===== src/rtl/apdu_defs.svh =====
/*
 * Constants of the automatic power-down unit: register selects, bit
 * positions, reset values and the idle count.
 * Assumes it is included by bare name from the unit's design files.
 */
`ifndef APDU_DEFS_SVH
`define APDU_DEFS_SVH

// Register selects on the write/read port
`define APDU_SEL_POWER_MODE  1'h0
`define APDU_SEL_PLD_GATING  1'h1

// Power-up value of both power-management registers
`define APDU_REG_RESET       8'h00

// Fields of power_mode_control
`define APDU_PMC_AUTO_PD     1
`define APDU_PMC_LOW_POWER   3
`define APDU_PMC_CLK_OFF     4

// Fields of pld_input_gating
`define APDU_GATE_ADDR       0
`define APDU_GATE_CTRL_LO    2
`define APDU_GATE_STROBE     5
`define APDU_GATE_HIGH_WR    6

// Idle periods of the PLD clock before power-down
`define APDU_IDLE_LIMIT      4'hf
`define APDU_CNT_ZERO        4'h0
`define APDU_CNT_ONE         4'h1

`endif


===== src/rtl/apdu_pkg.sv =====
/*
 * Types shared by the automatic power-down unit.
 * Assumes nothing of its surroundings.
 */
package apdu_pkg;

   // One power-management register
   typedef logic [7:0] apdu_byte_t;

   // Idle counter value
   typedef logic [3:0] apdu_count_t;

   // Power state of the device
   typedef enum logic [0:0] {
      APDU_RUN,
      APDU_DOWN
   } apdu_pwr_e;

endpackage


===== src/rtl/apdu_idle_counter.sv =====
/*
 * Four-bit idle counter, advanced by rising edges of the PLD clock
 * input while the address strobe rests at the power-down level.
 * Assumes the PLD clock input is sampled on i_clk, which runs faster.
 */
`timescale 1ns/1ps
`include "apdu_defs.svh"

module apdu_idle_counter
(
   input  wire logic                 i_clk,
   input  wire logic                 i_rst_b,
   input  wire logic                 i_clear,
   input  wire logic                 i_count_ok,
   input  wire logic                 i_pld_clock_input,
   output      apdu_pkg::apdu_count_t o_count
);
   import apdu_pkg::*;

   logic        clk_prev;   // Last sample of the PLD clock input
   logic        clk_rise;   // Rising edge of the PLD clock input
   apdu_count_t count;      // Idle periods seen so far

   // Remember the clock input; never gated by the PLD clock enable
   always_ff @(posedge i_clk)
   begin
      if (!i_rst_b)
         clk_prev <= 1'b0;
      else
         clk_prev <= i_pld_clock_input;
   end

   assign clk_rise = i_pld_clock_input & ~clk_prev;

   // Count idle periods, saturating at the limit
   always_ff @(posedge i_clk)
   begin
      if (!i_rst_b)
         count <= `APDU_CNT_ZERO;
      else if (i_clear)
         count <= `APDU_CNT_ZERO;
      else if (clk_rise && i_count_ok && count != `APDU_IDLE_LIMIT)
         count <= count + `APDU_CNT_ONE;
   end

   assign o_count = count;

endmodule


===== src/rtl/apdu_pm_regs.sv =====
/*
 * The two power-management registers, written over the device's own
 * register port. Cleared by power-up reset only.
 * Assumes the warm reset pin never reaches i_rst_b.
 */
`timescale 1ns/1ps
`include "apdu_defs.svh"

module apdu_pm_regs
(
   input  wire logic                i_clk,
   input  wire logic                i_rst_b,
   input  wire logic                i_wr,
   input  wire logic                i_sel,
   input  wire apdu_pkg::apdu_byte_t i_wdata,
   output      apdu_pkg::apdu_byte_t o_power_mode_control,
   output      apdu_pkg::apdu_byte_t o_pld_input_gating
);
   import apdu_pkg::*;

   apdu_byte_t power_mode_control;  // Enable, PLD power, clock gate
   apdu_byte_t pld_input_gating;    // PLD input disconnect bits

   // Power mode register; warm reset leaves it alone
   always_ff @(posedge i_clk)
   begin
      if (!i_rst_b)
         power_mode_control <= `APDU_REG_RESET;
      else if (i_wr && i_sel == `APDU_SEL_POWER_MODE)
         power_mode_control <= i_wdata;
   end

   // Input gating register; warm reset leaves it alone
   always_ff @(posedge i_clk)
   begin
      if (!i_rst_b)
         pld_input_gating <= `APDU_REG_RESET;
      else if (i_wr && i_sel == `APDU_SEL_PLD_GATING)
         pld_input_gating <= i_wdata;
   end

   assign o_power_mode_control = power_mode_control;
   assign o_pld_input_gating   = pld_input_gating;

endmodule


===== src/rtl/apdu_top.sv =====
/*
 * Automatic power-down unit: watches the address strobe, counts idle
 * PLD clock periods, enters power-down, blocks bus inputs from the
 * memories and the low address byte from the PLDs, and gates single
 * inputs of the PLD AND array.
 * Assumes all pins are synchronous to i_clk, that i_rst_b is the
 * power-up reset, and that the warm reset pin arrives on its own input.
 */
// How it works
// - Idle strobe with feature on enters power-down
// - Four-bit counter, fifteen PLD clocks, then power-down
// - Power-down blocks bus inputs, deselects all memories
// - Strobe pulsing again leaves power-down at once
// - Chip select low or reset high also wakes
// - Enable bit alone arms power-down entry
// - PLD logic unaffected; only power bit matters
// - Hold gpio/PLD pins, three-state data and peripheral
// - Clock gating never stops the idle counter
// - Chip select high only idles memories
// - Mode bit 1 enables automatic power-down
// - Mode bit 3 selects low-power PLD operation
// - Mode bit 4 disconnects PLD clock input
// - Registers clear at power-up, keep on warm reset
// - Gating bit 0 disconnects low address byte
// - Gating bits 2..4 disconnect control inputs
// - Gating bit 5 disconnects address strobe
// - Gating bit 6 disconnects high write input
// - Count only when strobe rests at polarity level
// - PLD clock pin drives PLD and counter
`timescale 1ns/1ps
`include "apdu_defs.svh"

module apdu_top
(
   input  wire logic                 i_clk,
   input  wire logic                 i_rst_b,
   // Register port of the device
   input  wire logic                 i_reg_wr,
   input  wire logic                 i_reg_sel,
   input  wire apdu_pkg::apdu_byte_t i_reg_wdata,
   output      apdu_pkg::apdu_byte_t o_reg_rdata,
   // Microcontroller bus side
   input  wire logic                 i_address_strobe,
   input  wire logic                 i_strobe_pd_polarity,
   input  wire logic [7:0]           i_mcu_addr_lo,
   input  wire logic [15:0]          i_mcu_data,
   input  wire logic [2:0]           i_mcu_control_inputs,
   input  wire logic                 i_high_write_or_byte_enable,
   input  wire logic                 i_pld_clock_input,
   input  wire logic                 i_chip_select_b,
   input  wire logic                 i_warm_reset_b,
   // Pin drive requests from the port logic
   input  wire logic [7:0]           i_gpio_out,
   input  wire logic [7:0]           i_pld_out,
   input  wire logic [15:0]          i_data_port_out,
   input  wire logic                 i_data_port_oe,
   input  wire logic [7:0]           i_periph_out,
   input  wire logic                 i_periph_oe,
   // Memory side
   output      logic [7:0]           o_mem_addr_lo,
   output      logic [15:0]          o_mem_data,
   output      logic                 o_mem_select,
   // PLD AND array inputs and PLD power mode
   output      logic [7:0]           o_pld_addr_lo,
   output      logic [2:0]           o_pld_control_inputs,
   output      logic                 o_pld_address_strobe,
   output      logic                 o_pld_high_write,
   output      logic                 o_pld_clock,
   output      logic                 o_pld_low_power,
   // Pins
   output      logic [7:0]           o_gpio_out,
   output      logic [7:0]           o_pld_pin_out,
   output      logic [15:0]          o_data_port_out,
   output      logic                 o_data_port_oe,
   output      logic [7:0]           o_periph_out,
   output      logic                 o_periph_oe,
   output      logic [7:0]           o_latched_addr_out,
   // Status
   output      logic                 o_power_down_signal,
   output      apdu_pkg::apdu_count_t o_idle_count
);
   import apdu_pkg::*;

   apdu_byte_t  power_mode_control;  // Mode register contents
   apdu_byte_t  pld_input_gating;    // Gating register contents
   apdu_count_t count;               // Idle counter value
   apdu_pwr_e   pwr_state;           // Current power state
   apdu_pwr_e   next_pwr_state;      // Power state for the next cycle

   logic strobe_prev;   // Previous strobe level
   logic cs_prev_b;     // Previous chip select level
   logic rst_prev_b;    // Previous warm reset level
   logic strobe_pulse;  // Strobe changed this cycle
   logic cs_return;     // Chip select went low
   logic rst_return;    // Warm reset went high
   logic wake;          // Any wake-up event
   logic auto_pd;       // Automatic power-down enabled
   logic count_ok;      // Strobe rests at the idle level
   logic blocked;       // Bus inputs blocked
   logic addr_off;      // Low address byte off the PLD array
   logic strobe_off;    // Strobe off the PLD array
   logic high_wr_off;   // High write input off the PLD array
   logic clk_off;       // Clock input off the PLD array
   logic [2:0] ctrl_off; // Control inputs off the PLD array

   // Register pair, written by software at run time
   apdu_pm_regs u_regs
   (
      .i_clk                (i_clk),
      .i_rst_b              (i_rst_b),
      .i_wr                 (i_reg_wr),
      .i_sel                (i_reg_sel),
      .i_wdata              (i_reg_wdata),
      .o_power_mode_control (power_mode_control),
      .o_pld_input_gating   (pld_input_gating)
   );

   // Field decode
   assign auto_pd     = power_mode_control[`APDU_PMC_AUTO_PD];
   assign clk_off     = power_mode_control[`APDU_PMC_CLK_OFF];
   assign addr_off    = pld_input_gating[`APDU_GATE_ADDR];
   assign strobe_off  = pld_input_gating[`APDU_GATE_STROBE];
   assign high_wr_off = pld_input_gating[`APDU_GATE_HIGH_WR];

   // One disconnect bit per control input
   genvar gi;
   generate
      for (gi = 0; gi < 3; gi = gi + 1)
      begin : g_ctrl
         assign ctrl_off[gi] = pld_input_gating[`APDU_GATE_CTRL_LO + gi];
      end
   endgenerate

   // Previous levels of the wake-up sources
   always_ff @(posedge i_clk)
   begin
      if (!i_rst_b)
      begin
         strobe_prev <= 1'b0;
         cs_prev_b   <= 1'b1;
         rst_prev_b  <= 1'b1;
      end
      else
      begin
         strobe_prev <= i_address_strobe;
         cs_prev_b   <= i_chip_select_b;
         rst_prev_b  <= i_warm_reset_b;
      end
   end

   // Wake-up events
   assign strobe_pulse = i_address_strobe ^ strobe_prev;
   assign cs_return    = cs_prev_b & ~i_chip_select_b;
   assign rst_return   = ~rst_prev_b & i_warm_reset_b;
   assign wake         = strobe_pulse | cs_return | rst_return;

   // Counting needs the enable and a resting strobe at the idle level
   assign count_ok = auto_pd && !strobe_pulse &&
                     (i_address_strobe == i_strobe_pd_polarity);

   // Idle counter on the raw PLD clock input
   apdu_idle_counter u_cnt
   (
      .i_clk             (i_clk),
      .i_rst_b           (i_rst_b),
      .i_clear           (wake | ~auto_pd),
      .i_count_ok        (count_ok),
      .i_pld_clock_input (i_pld_clock_input),
      .o_count           (count)
   );

   // Next power state
   always_comb
   begin
      next_pwr_state = pwr_state;
      case (pwr_state)
         APDU_RUN:
         begin
            // Enter when fifteen idle periods are done
            if (auto_pd && !wake && count == `APDU_IDLE_LIMIT)
               next_pwr_state = APDU_DOWN;
         end
         APDU_DOWN:
         begin
            // Leave on any wake-up source or when disabled
            if (wake || !auto_pd)
               next_pwr_state = APDU_RUN;
         end
         default:
            next_pwr_state = APDU_RUN;
      endcase
   end

   // Power state register
   always_ff @(posedge i_clk)
   begin
      if (!i_rst_b)
         pwr_state <= APDU_RUN;
      else
         pwr_state <= next_pwr_state;
   end

   assign blocked = (next_pwr_state == APDU_DOWN);

   // Power-down flag and counter status
   always_ff @(posedge i_clk)
   begin
      if (!i_rst_b)
      begin
         o_power_down_signal <= 1'b0;
         o_idle_count        <= `APDU_CNT_ZERO;
      end
      else
      begin
         o_power_down_signal <= blocked;
         o_idle_count        <= count;
      end
   end

   // Memory side: frozen and deselected while blocked
   always_ff @(posedge i_clk)
   begin
      if (!i_rst_b)
      begin
         o_mem_addr_lo <= 8'h00;
         o_mem_data    <= 16'h0000;
         o_mem_select  <= 1'b0;
      end
      else
      begin
         if (!blocked)
         begin
            // Bus passes through in normal operation
            o_mem_addr_lo <= i_mcu_addr_lo;
            o_mem_data    <= i_mcu_data;
         end
         // Chip select high idles memories only
         o_mem_select <= !blocked && !i_chip_select_b;
      end
   end

   // PLD AND array inputs, each with its own disconnect
   always_ff @(posedge i_clk)
   begin
      if (!i_rst_b)
      begin
         o_pld_addr_lo        <= 8'h00;
         o_pld_control_inputs <= 3'h0;
         o_pld_address_strobe <= 1'b0;
         o_pld_high_write     <= 1'b0;
         o_pld_clock          <= 1'b0;
      end
      else
      begin
         // Address is blocked by power-down or its gate bit
         if (!blocked && !addr_off)
            o_pld_addr_lo <= i_mcu_addr_lo;
         else if (addr_off)
            o_pld_addr_lo <= 8'h00;
         o_pld_control_inputs <= i_mcu_control_inputs & ~ctrl_off;
         o_pld_address_strobe <= i_address_strobe & ~strobe_off;
         o_pld_high_write     <= i_high_write_or_byte_enable &
                                 ~high_wr_off;
         o_pld_clock          <= i_pld_clock_input & ~clk_off;
      end
   end

   // PLD power mode follows its bit alone, not power-down
   always_ff @(posedge i_clk)
   begin
      if (!i_rst_b)
         o_pld_low_power <= 1'b0;
      else
         o_pld_low_power <= power_mode_control[`APDU_PMC_LOW_POWER];
   end

   // Pin levels: hold general pins, float data and peripheral
   always_ff @(posedge i_clk)
   begin
      if (!i_rst_b)
      begin
         o_gpio_out         <= 8'h00;
         o_pld_pin_out      <= 8'h00;
         o_data_port_out    <= 16'h0000;
         o_data_port_oe     <= 1'b0;
         o_periph_out       <= 8'h00;
         o_periph_oe        <= 1'b0;
         o_latched_addr_out <= 8'h00;
      end
      else
      begin
         // PLD and I/O stay live
         o_gpio_out      <= i_gpio_out;
         o_pld_pin_out   <= i_pld_out;
         o_data_port_out <= i_data_port_out;
         o_periph_out    <= i_periph_out;
         // Three-state during power-down
         o_data_port_oe  <= i_data_port_oe && !blocked;
         o_periph_oe     <= i_periph_oe && !blocked;
         // Latched address is undefined while blocked; it is frozen
         if (!blocked)
            o_latched_addr_out <= i_mcu_addr_lo;
      end
   end

   // Read back the selected register
   always_ff @(posedge i_clk)
   begin
      if (!i_rst_b)
         o_reg_rdata <= `APDU_REG_RESET;
      else if (i_reg_sel == `APDU_SEL_POWER_MODE)
         o_reg_rdata <= power_mode_control;
      else
         o_reg_rdata <= pld_input_gating;
   end

endmodule


===== config.mk =====
export PLATFORM = sky130hd
export DESIGN_NAME = apdu_top
export DESIGN_NICKNAME = d
export VERILOG_FILES = /design/src/rtl/apdu_pkg.sv /design/src/rtl/apdu_idle_counter.sv /design/src/rtl/apdu_pm_regs.sv /design/src/rtl/apdu_top.sv
export VERILOG_INCLUDE_DIRS = /design/src /design/src/rtl
export SDC_FILE = /design/constraint.sdc
export NUM_CORES = 1
export LEC_CHECK = 0
export ABC_AREA = 1
export BUFFER_PORTS_ARGS = -buffer_cell sky130_fd_sc_hd__buf_4
export CORE_MARGIN = 10
export CORE_UTILIZATION = 32
export DETAILED_ROUTE_END_ITERATION = 7
export GPL_ROUTABILITY_DRIVEN = 0
export SYNTH_ARGS = -nofsm -noshare
export SYNTH_HDL_FRONTEND = slang
export SYNTH_HIERARCHICAL = 1
export SYNTH_SLANG_ARGS = --single-unit

===== constraint.sdc =====
create_clock -name i_clk -period 1.5 [get_ports i_clk]
set_input_delay 0.075 -clock i_clk [delete_from_list [all_inputs] [get_ports i_clk]]
set_output_delay 0.075 -clock i_clk [all_outputs]
set_load 0.005 [all_outputs]

Yosys cells after proc, flatten, opt, wreduce, memory -nomap -nowiden

Index checks and enable logic that the tools add are counted.

Bits in registers: 119
Input port bits: 87
Output and inout port bits: 103
Logic and storage cells: 78

Add/subtract/negate cells: 1
Equal/unequal tests: 3
Multiplexer cells: 6
Bitwise operators: 22
Reduce and logical (&&, ||, !) cells: 21

Operators by type and width:

| kind                                                          | count |
|---|---|
| 8-bit 2-to-1 mux                                              | 3 |
| 1-bit logical AND                                             | 12 |
| 1-bit NOT                                                     | 10 |
| 1-bit bitwise AND                                             | 6 |
| 1-bit logical NOT                                             | 6 |
| 4-bit by 1-bit adder with 4-bit output, second input constant | 1 |
| 4-bit equality test, second input constant                    | 1 |
| 4-bit inequality test, second input constant                  | 1 |
| 3-bit bitwise AND                                             | 1 |
| 3-bit NOT                                                     | 1 |
| 1-bit OR                                                      | 3 |
| 1-bit 2-to-1 mux                                              | 2 |
| 1-bit one-hot mux with 2 select lines                         | 1 |
| 2-bit nonzero test                                            | 1 |
| 2-bit OR reduction                                            | 1 |
| 1-bit equality test                                           | 1 |
| 1-bit logical OR                                              | 1 |
| 1-bit bitwise XOR                                             | 1 |

Longest topological paths before layout

Word-level depth: 12
Gate-level depth with buffers: 9
Gate-level depth less buffers: 9

Modules after synthesis

Netlist, hierarchy kept.

Modules (own cells, without submodules):

| module            | instances | cells each | area an instance (µm²) | seq. area each (µm²) |
|---|---|---|---|---|
| apdu_top          | 1         | 396        | 3,284.4                | 1,961.9 |
| apdu_pm_regs      | 1         | 88         | 709.4                  | 320.3 |
| apdu_idle_counter | 1         | 37         | 270.3                  | 100.1 |

Worst setup path after synthesis

No wires, ideal clock.

Path kind: reg2reg
Start point: register u_cnt.count[0], in the netlist u_cnt/o_count[0]
End point: register o_mem_data[3]
Setup time: 0.113 ns
Data arrival time: 1.200 ns
Data required time: 1.387 ns
Setup slack: 0.186 ns
Cell stages (with the launch flop): 7
Buffers on the path: 1
Clock period less this slack: 1.314 ns
Path through: dfxtp_1 nand2_1 o21bai_4 clkbuf_1 nand3b_1 nand2_1 nor2_1

Longest elaborated chain between the ends: 4

RTL lines:

| what                                  | line                    | text |
|---|---|---|
| start: declaration                    | apdu_idle_counter.sv:22 | `apdu_count_t count;` |
| start signal: assignment              | apdu_idle_counter.sv:39 | `` count <= `APDU_CNT_ZERO; `` |
| start signal: assignment              | apdu_idle_counter.sv:41 | `` count <= `APDU_CNT_ZERO; `` |
| start signal: assignment              | apdu_idle_counter.sv:43 | `` count <= count + `APDU_CNT_ONE; `` |
| 4-bit equality test (no source line)  | -                       |  |
| 1-bit logical AND (no source line)    | -                       |  |
| 1-bit 2-to-1 mux                      | apdu_top.sv:180         | `` if (auto_pd && !wake && count == `APDU_IDLE_LIMIT) `` |
| 1-bit one-hot mux with 2 select lines | apdu_top.sv:176         | `case (pwr_state)` |
| end signal: assignment                | apdu_top.sv:235         | `o_mem_data <= i_mcu_data;` |
| end: declaration                      | apdu_top.sv:61          | `output logic [15:0] o_mem_data,` |

Every way passes these cells.
A chain may end at the register's enable or synchronous reset.

Worst setup path in the final report

Start point: input i_address_strobe
End point: register u_cnt.count[3], in the netlist u_cnt/o_count[3]

Longest elaborated chain between the ends: 6
Elaborated cells on any way between the ends: 11
Classes of those cells: 1 x eq/ne; 4 x bitwise; 6 x reduce/logical

RTL lines:

| what                                   | line                    | text |
|---|---|---|
| start: declaration                     | apdu_top.sv:43          | `input wire logic i_address_strobe,` |
| 1-bit bitwise XOR                      | apdu_top.sv:152         | `assign strobe_pulse = i_address_strobe ^ strobe_prev;` |
| 1-bit logical NOT                      | apdu_top.sv:158         | `assign count_ok = auto_pd && !strobe_pulse &&` |
| 1-bit logical AND                      | apdu_top.sv:158         |  |
| 1-bit logical AND (*)                  | apdu_top.sv:158         |  |
| net count_ok                           | apdu_top.sv:98          | `logic count_ok;` |
| 1-bit logical AND (*)                  | apdu_idle_counter.sv:42 | `` else if (clk_rise && i_count_ok && count != `APDU_IDLE_LIMIT) `` |
| 1-bit logical AND (no source line) (*) | -                       |  |

The timed path passes the listed nets; every way through them passes the cells marked *.

==> summary.txt <==
Synthesis
  • Top_reg_cell synth: dfxtp_1
  • Mux cell area share after synthesis: 0%
  • Netlist cell types: 31
  • Post-synthesis compound-gate area fraction: 4.87%
  • Count leader, synth: dfxtp_1
  • Syn. warnings: 6
  • Share of synthesized cell area in and, or, nand and nor gates: 27.8%
  • Main combinational cell family by area after synthesis: simple AND/OR/NAND/NOR gates
  • Synth Register Bits: 119
  • Post-synth ARST share: 0%
  • Post-Syn Nets: 609
  • Top cell type by total area after synthesis: dfxtp_1
  • Post-synth EDFFs: 0
  • Post-synth top area share: 55.9%
  • Area of the mapped netlist: 4260 um^2
  • Gate Count Post-Synth: 521
  • Syn Area/Cell: 8.18 um^2
  • Synth Area in XOR/XNOR: 0.205%
  • Adder-cell share of the synthesized area: 0.293%
  • Top cells by count, synth: 119 x dfxtp_1, 117 x nand2_1, 85 x nor2_1
  • Top post-synthesis cells by area: dfxtp_1 56%, nand2_1 10%, nor2_1 7.5%
  • Seq/Total Area, Yosys: 55.9%

Layout
  • Nets: 882
  • Final std cells w/o fill: 984
  • Number of fillers in the final layout: 1,197
  • Share of post-route cells with drive strength above 1: 31.8%
  • Area Growth Syn to Fin: 69.7%
  • Final Util: 55.1%

GRT
  • Largest net degree at the start of global routing: 58
  • Met3 capacity usage during global routing: 7.01%
  • Initial antenna violation count: 0
  • Grt met1 use: 15.8%
  • First-pass GRT wire length: 21.3 mm
  • Vias in the first global route: 4,245
  • GRT Total Usage: 14.7%
  • Grt total ovfl: 0
  • Layer with the highest usage: met2
  • Met2 Usage GRT: 24.1%

Placed design
  • Dpl ws: 0.181 ns
  • Final HPWL DP: 9.45 mm
  • Dpl cells: 867
  • Port buffer count: 189

CTS
  • Htree depth: 4
  • Root Buffer: clkbuf_16
  • CTS sink cnt: 119
  • Max Root-Sink Buffers: 2
  • CTS tree: built
  • TritonCTS buffer count: 17
  • Reg clk slew, reported paths: 0.05 ns
  • Worst-Skew Late Latency: 0.41 ns

Route
  • Wire per inst: 13.7 um
  • First drt pass iteration count: 6
  • Drc violations: 0
  • Post-Route WL: 13.5 mm
  • Detail-routed via count per cell: 4.14
  • ANT nets after route: 0
  • Initial DRC count: 136
  • Vias post-DR: 4,069

STA
  • Final period utilization: 90.2%
  • Final worst setup slack: 0.147 ns
  • Setup TNS Final: 0 ns
  • Min Tclk post-route: 1.35 ns
  • F_max: 739 MHz
  • Final Hold Fails: 0
  • Actual slew at the worst max-slew pin: 0.340 ns
  • Max-slew violations: 0
  • Finish-stage setup viols: 0
  • Worst Skew: 0.00698 ns
  • Slew HR: 77.3%
  • RSZ-0062 raised after global routing: no

Setup path
  • CP cell instances: dlygate4sd3_1 -> buf_4 -> nand2_1 -> nand3_1 -> nor2_1 -> nand3_2 -> o21ai_0 -> a21oi_2
  • Critical path peak fanout: 5
  • Critical path endpoint category: register
  • CP max-delay cell: dlygate4sd3_1
  • Worst r2r src: strobe_prev$_SDFF_PN0_
  • Req. time, crit path: 1.79 ns
  • Startpoint class of the critical path: primary input
  • CP startpoint: i_address_strobe
  • Worst setup path class: in -> reg
  • Slowest Stage Delay on Critical Path: 0.54 ns
  • CP arrival: 1.65 ns

Die
  • # rows: 42
  • Die Y-Extent: 135 um
  • Die area: 18,300 um^2
  • Starting Density: 32.5%
  • Die X: 135 um
  • Num ports: 190
  • Core Area: 13,100 um^2

Job
  • Total of max-cap violations: 0

Min path
  • Worst hold-check path type: in -> reg
  • Hold Crit Start: i_rst_b

Power
  • Final Total Pwr: 8.31 mW
  • Pwr dens: 1150 nW/um^2
  • Leak: 3.75 nW
  • VDD IR max: 0.000607 V

Run status
  • Status: finished clean
-- sequential cells by signal (all words and copies together) (netlist names), 3 cells and up --
name	count
o_pld_pin_out	8
o_idle_count	4
u_cnt/o_count	4
o_mem_addr_lo	8
o_pld_control_inputs	3
o_data_port_out	16
u_regs/o_pld_input_gating	8
o_pld_addr_lo	8
o_gpio_out	8
o_periph_out	8
u_regs/o_power_mode_control	8
o_mem_data	16
o_reg_rdata	8
-- layer usage --
layer,share of wire [%],vias up
met1,41,1805
met4,1.3,0
met5,0,-
li1,-,2123
met3,8.4,13
met2,49,128
-- report_power, final --
group          internal, mW  leakage (nW)  switching (mW)
clock network          2.60         0.292            1.36
logic                 0.561          2.47           0.378
registers              3.33         0.987          0.0773
total                  6.49          3.75            1.82
-- layout by cell type (no fill, tap or decap), drive strengths merged --
master	instances
buf	201
dfxtp	119
nand2	119
nor2	92
dlygate4sd3	82
inv	74
nand3	28
clkbuf	23
o21ai	19
a21oi	18
nand3b	16
clkinv	6
bufinv	2
nor3	2
diode	1
xor2	1
o21bai	1
or2	1
clkinvlp	1
nand4	1
ha	1
-- worst max-delay path: cells and delay by family --
family,cells,cell delay (ns)
AOI/OAI and AO/OA,2,0.33
and+or+nand+nor,4,0.54
buffers and inverters,2,0.70
-- cell type report --
cell class / count / area (um^2) / area share [%]
antenna: 1 / 2.50 / 0.0346
clock buffer: 23 / 488 / 6.75
clock inverter: 9 / 97.6 / 1.35
inverter: 74 / 288 / 3.98
multi-input combinational: 299 / 1410 / 19.5
sequential: 119 / 2380 / 32.9
tap: 176 / 220 / 3.04
timing repair buffer: 283 / 2340 / 32.4
-- final timing paths --
check,depth (start not counted),endpoint,slack (ns)
worst min-delay path,3,u_regs/o_power_mode_control[7]$_SDFFE_PN0P_,0.07
worst max-delay path,8,u_cnt/o_count[3]$_SDFFE_PP0P_,0.15
worst min register to register,1,o_pld_high_write$_SDFF_PN0_,0.44
worst max register to register,7,u_cnt/o_count[3]$_SDFFE_PP0P_,0.17
-- timing repair --
item / in CTS / in global routing
hold buffers: 82 / 0
endpoints found under the hold margin: 101 / 0
gates resized for setup: 0 / 1
buffers inserted: 0 / 2
endpoints found under the setup margin: 0 / 17
-- cell families after synthesis --
| family | Yosys count |
|---|---|
| compound gates | 38 |
| xor+xnor | 1 |
| fa+ha+maj | 1 |
| buf+inv | 103 |
| flops | 119 |
| simple gates | 259 |
-- metrics by stage --
step	cell area [um^2]	hold slack (ns)
6_report	7230	0.0678
4_1_cts	7220	0.0520
2_1_floorplan	4260	0.168
3_3_place_gp	5810	0.254
5_1_grt	7230	0.0694
3_5_place_dp	5810	0.256
Power figures use the tool's default switching activity.
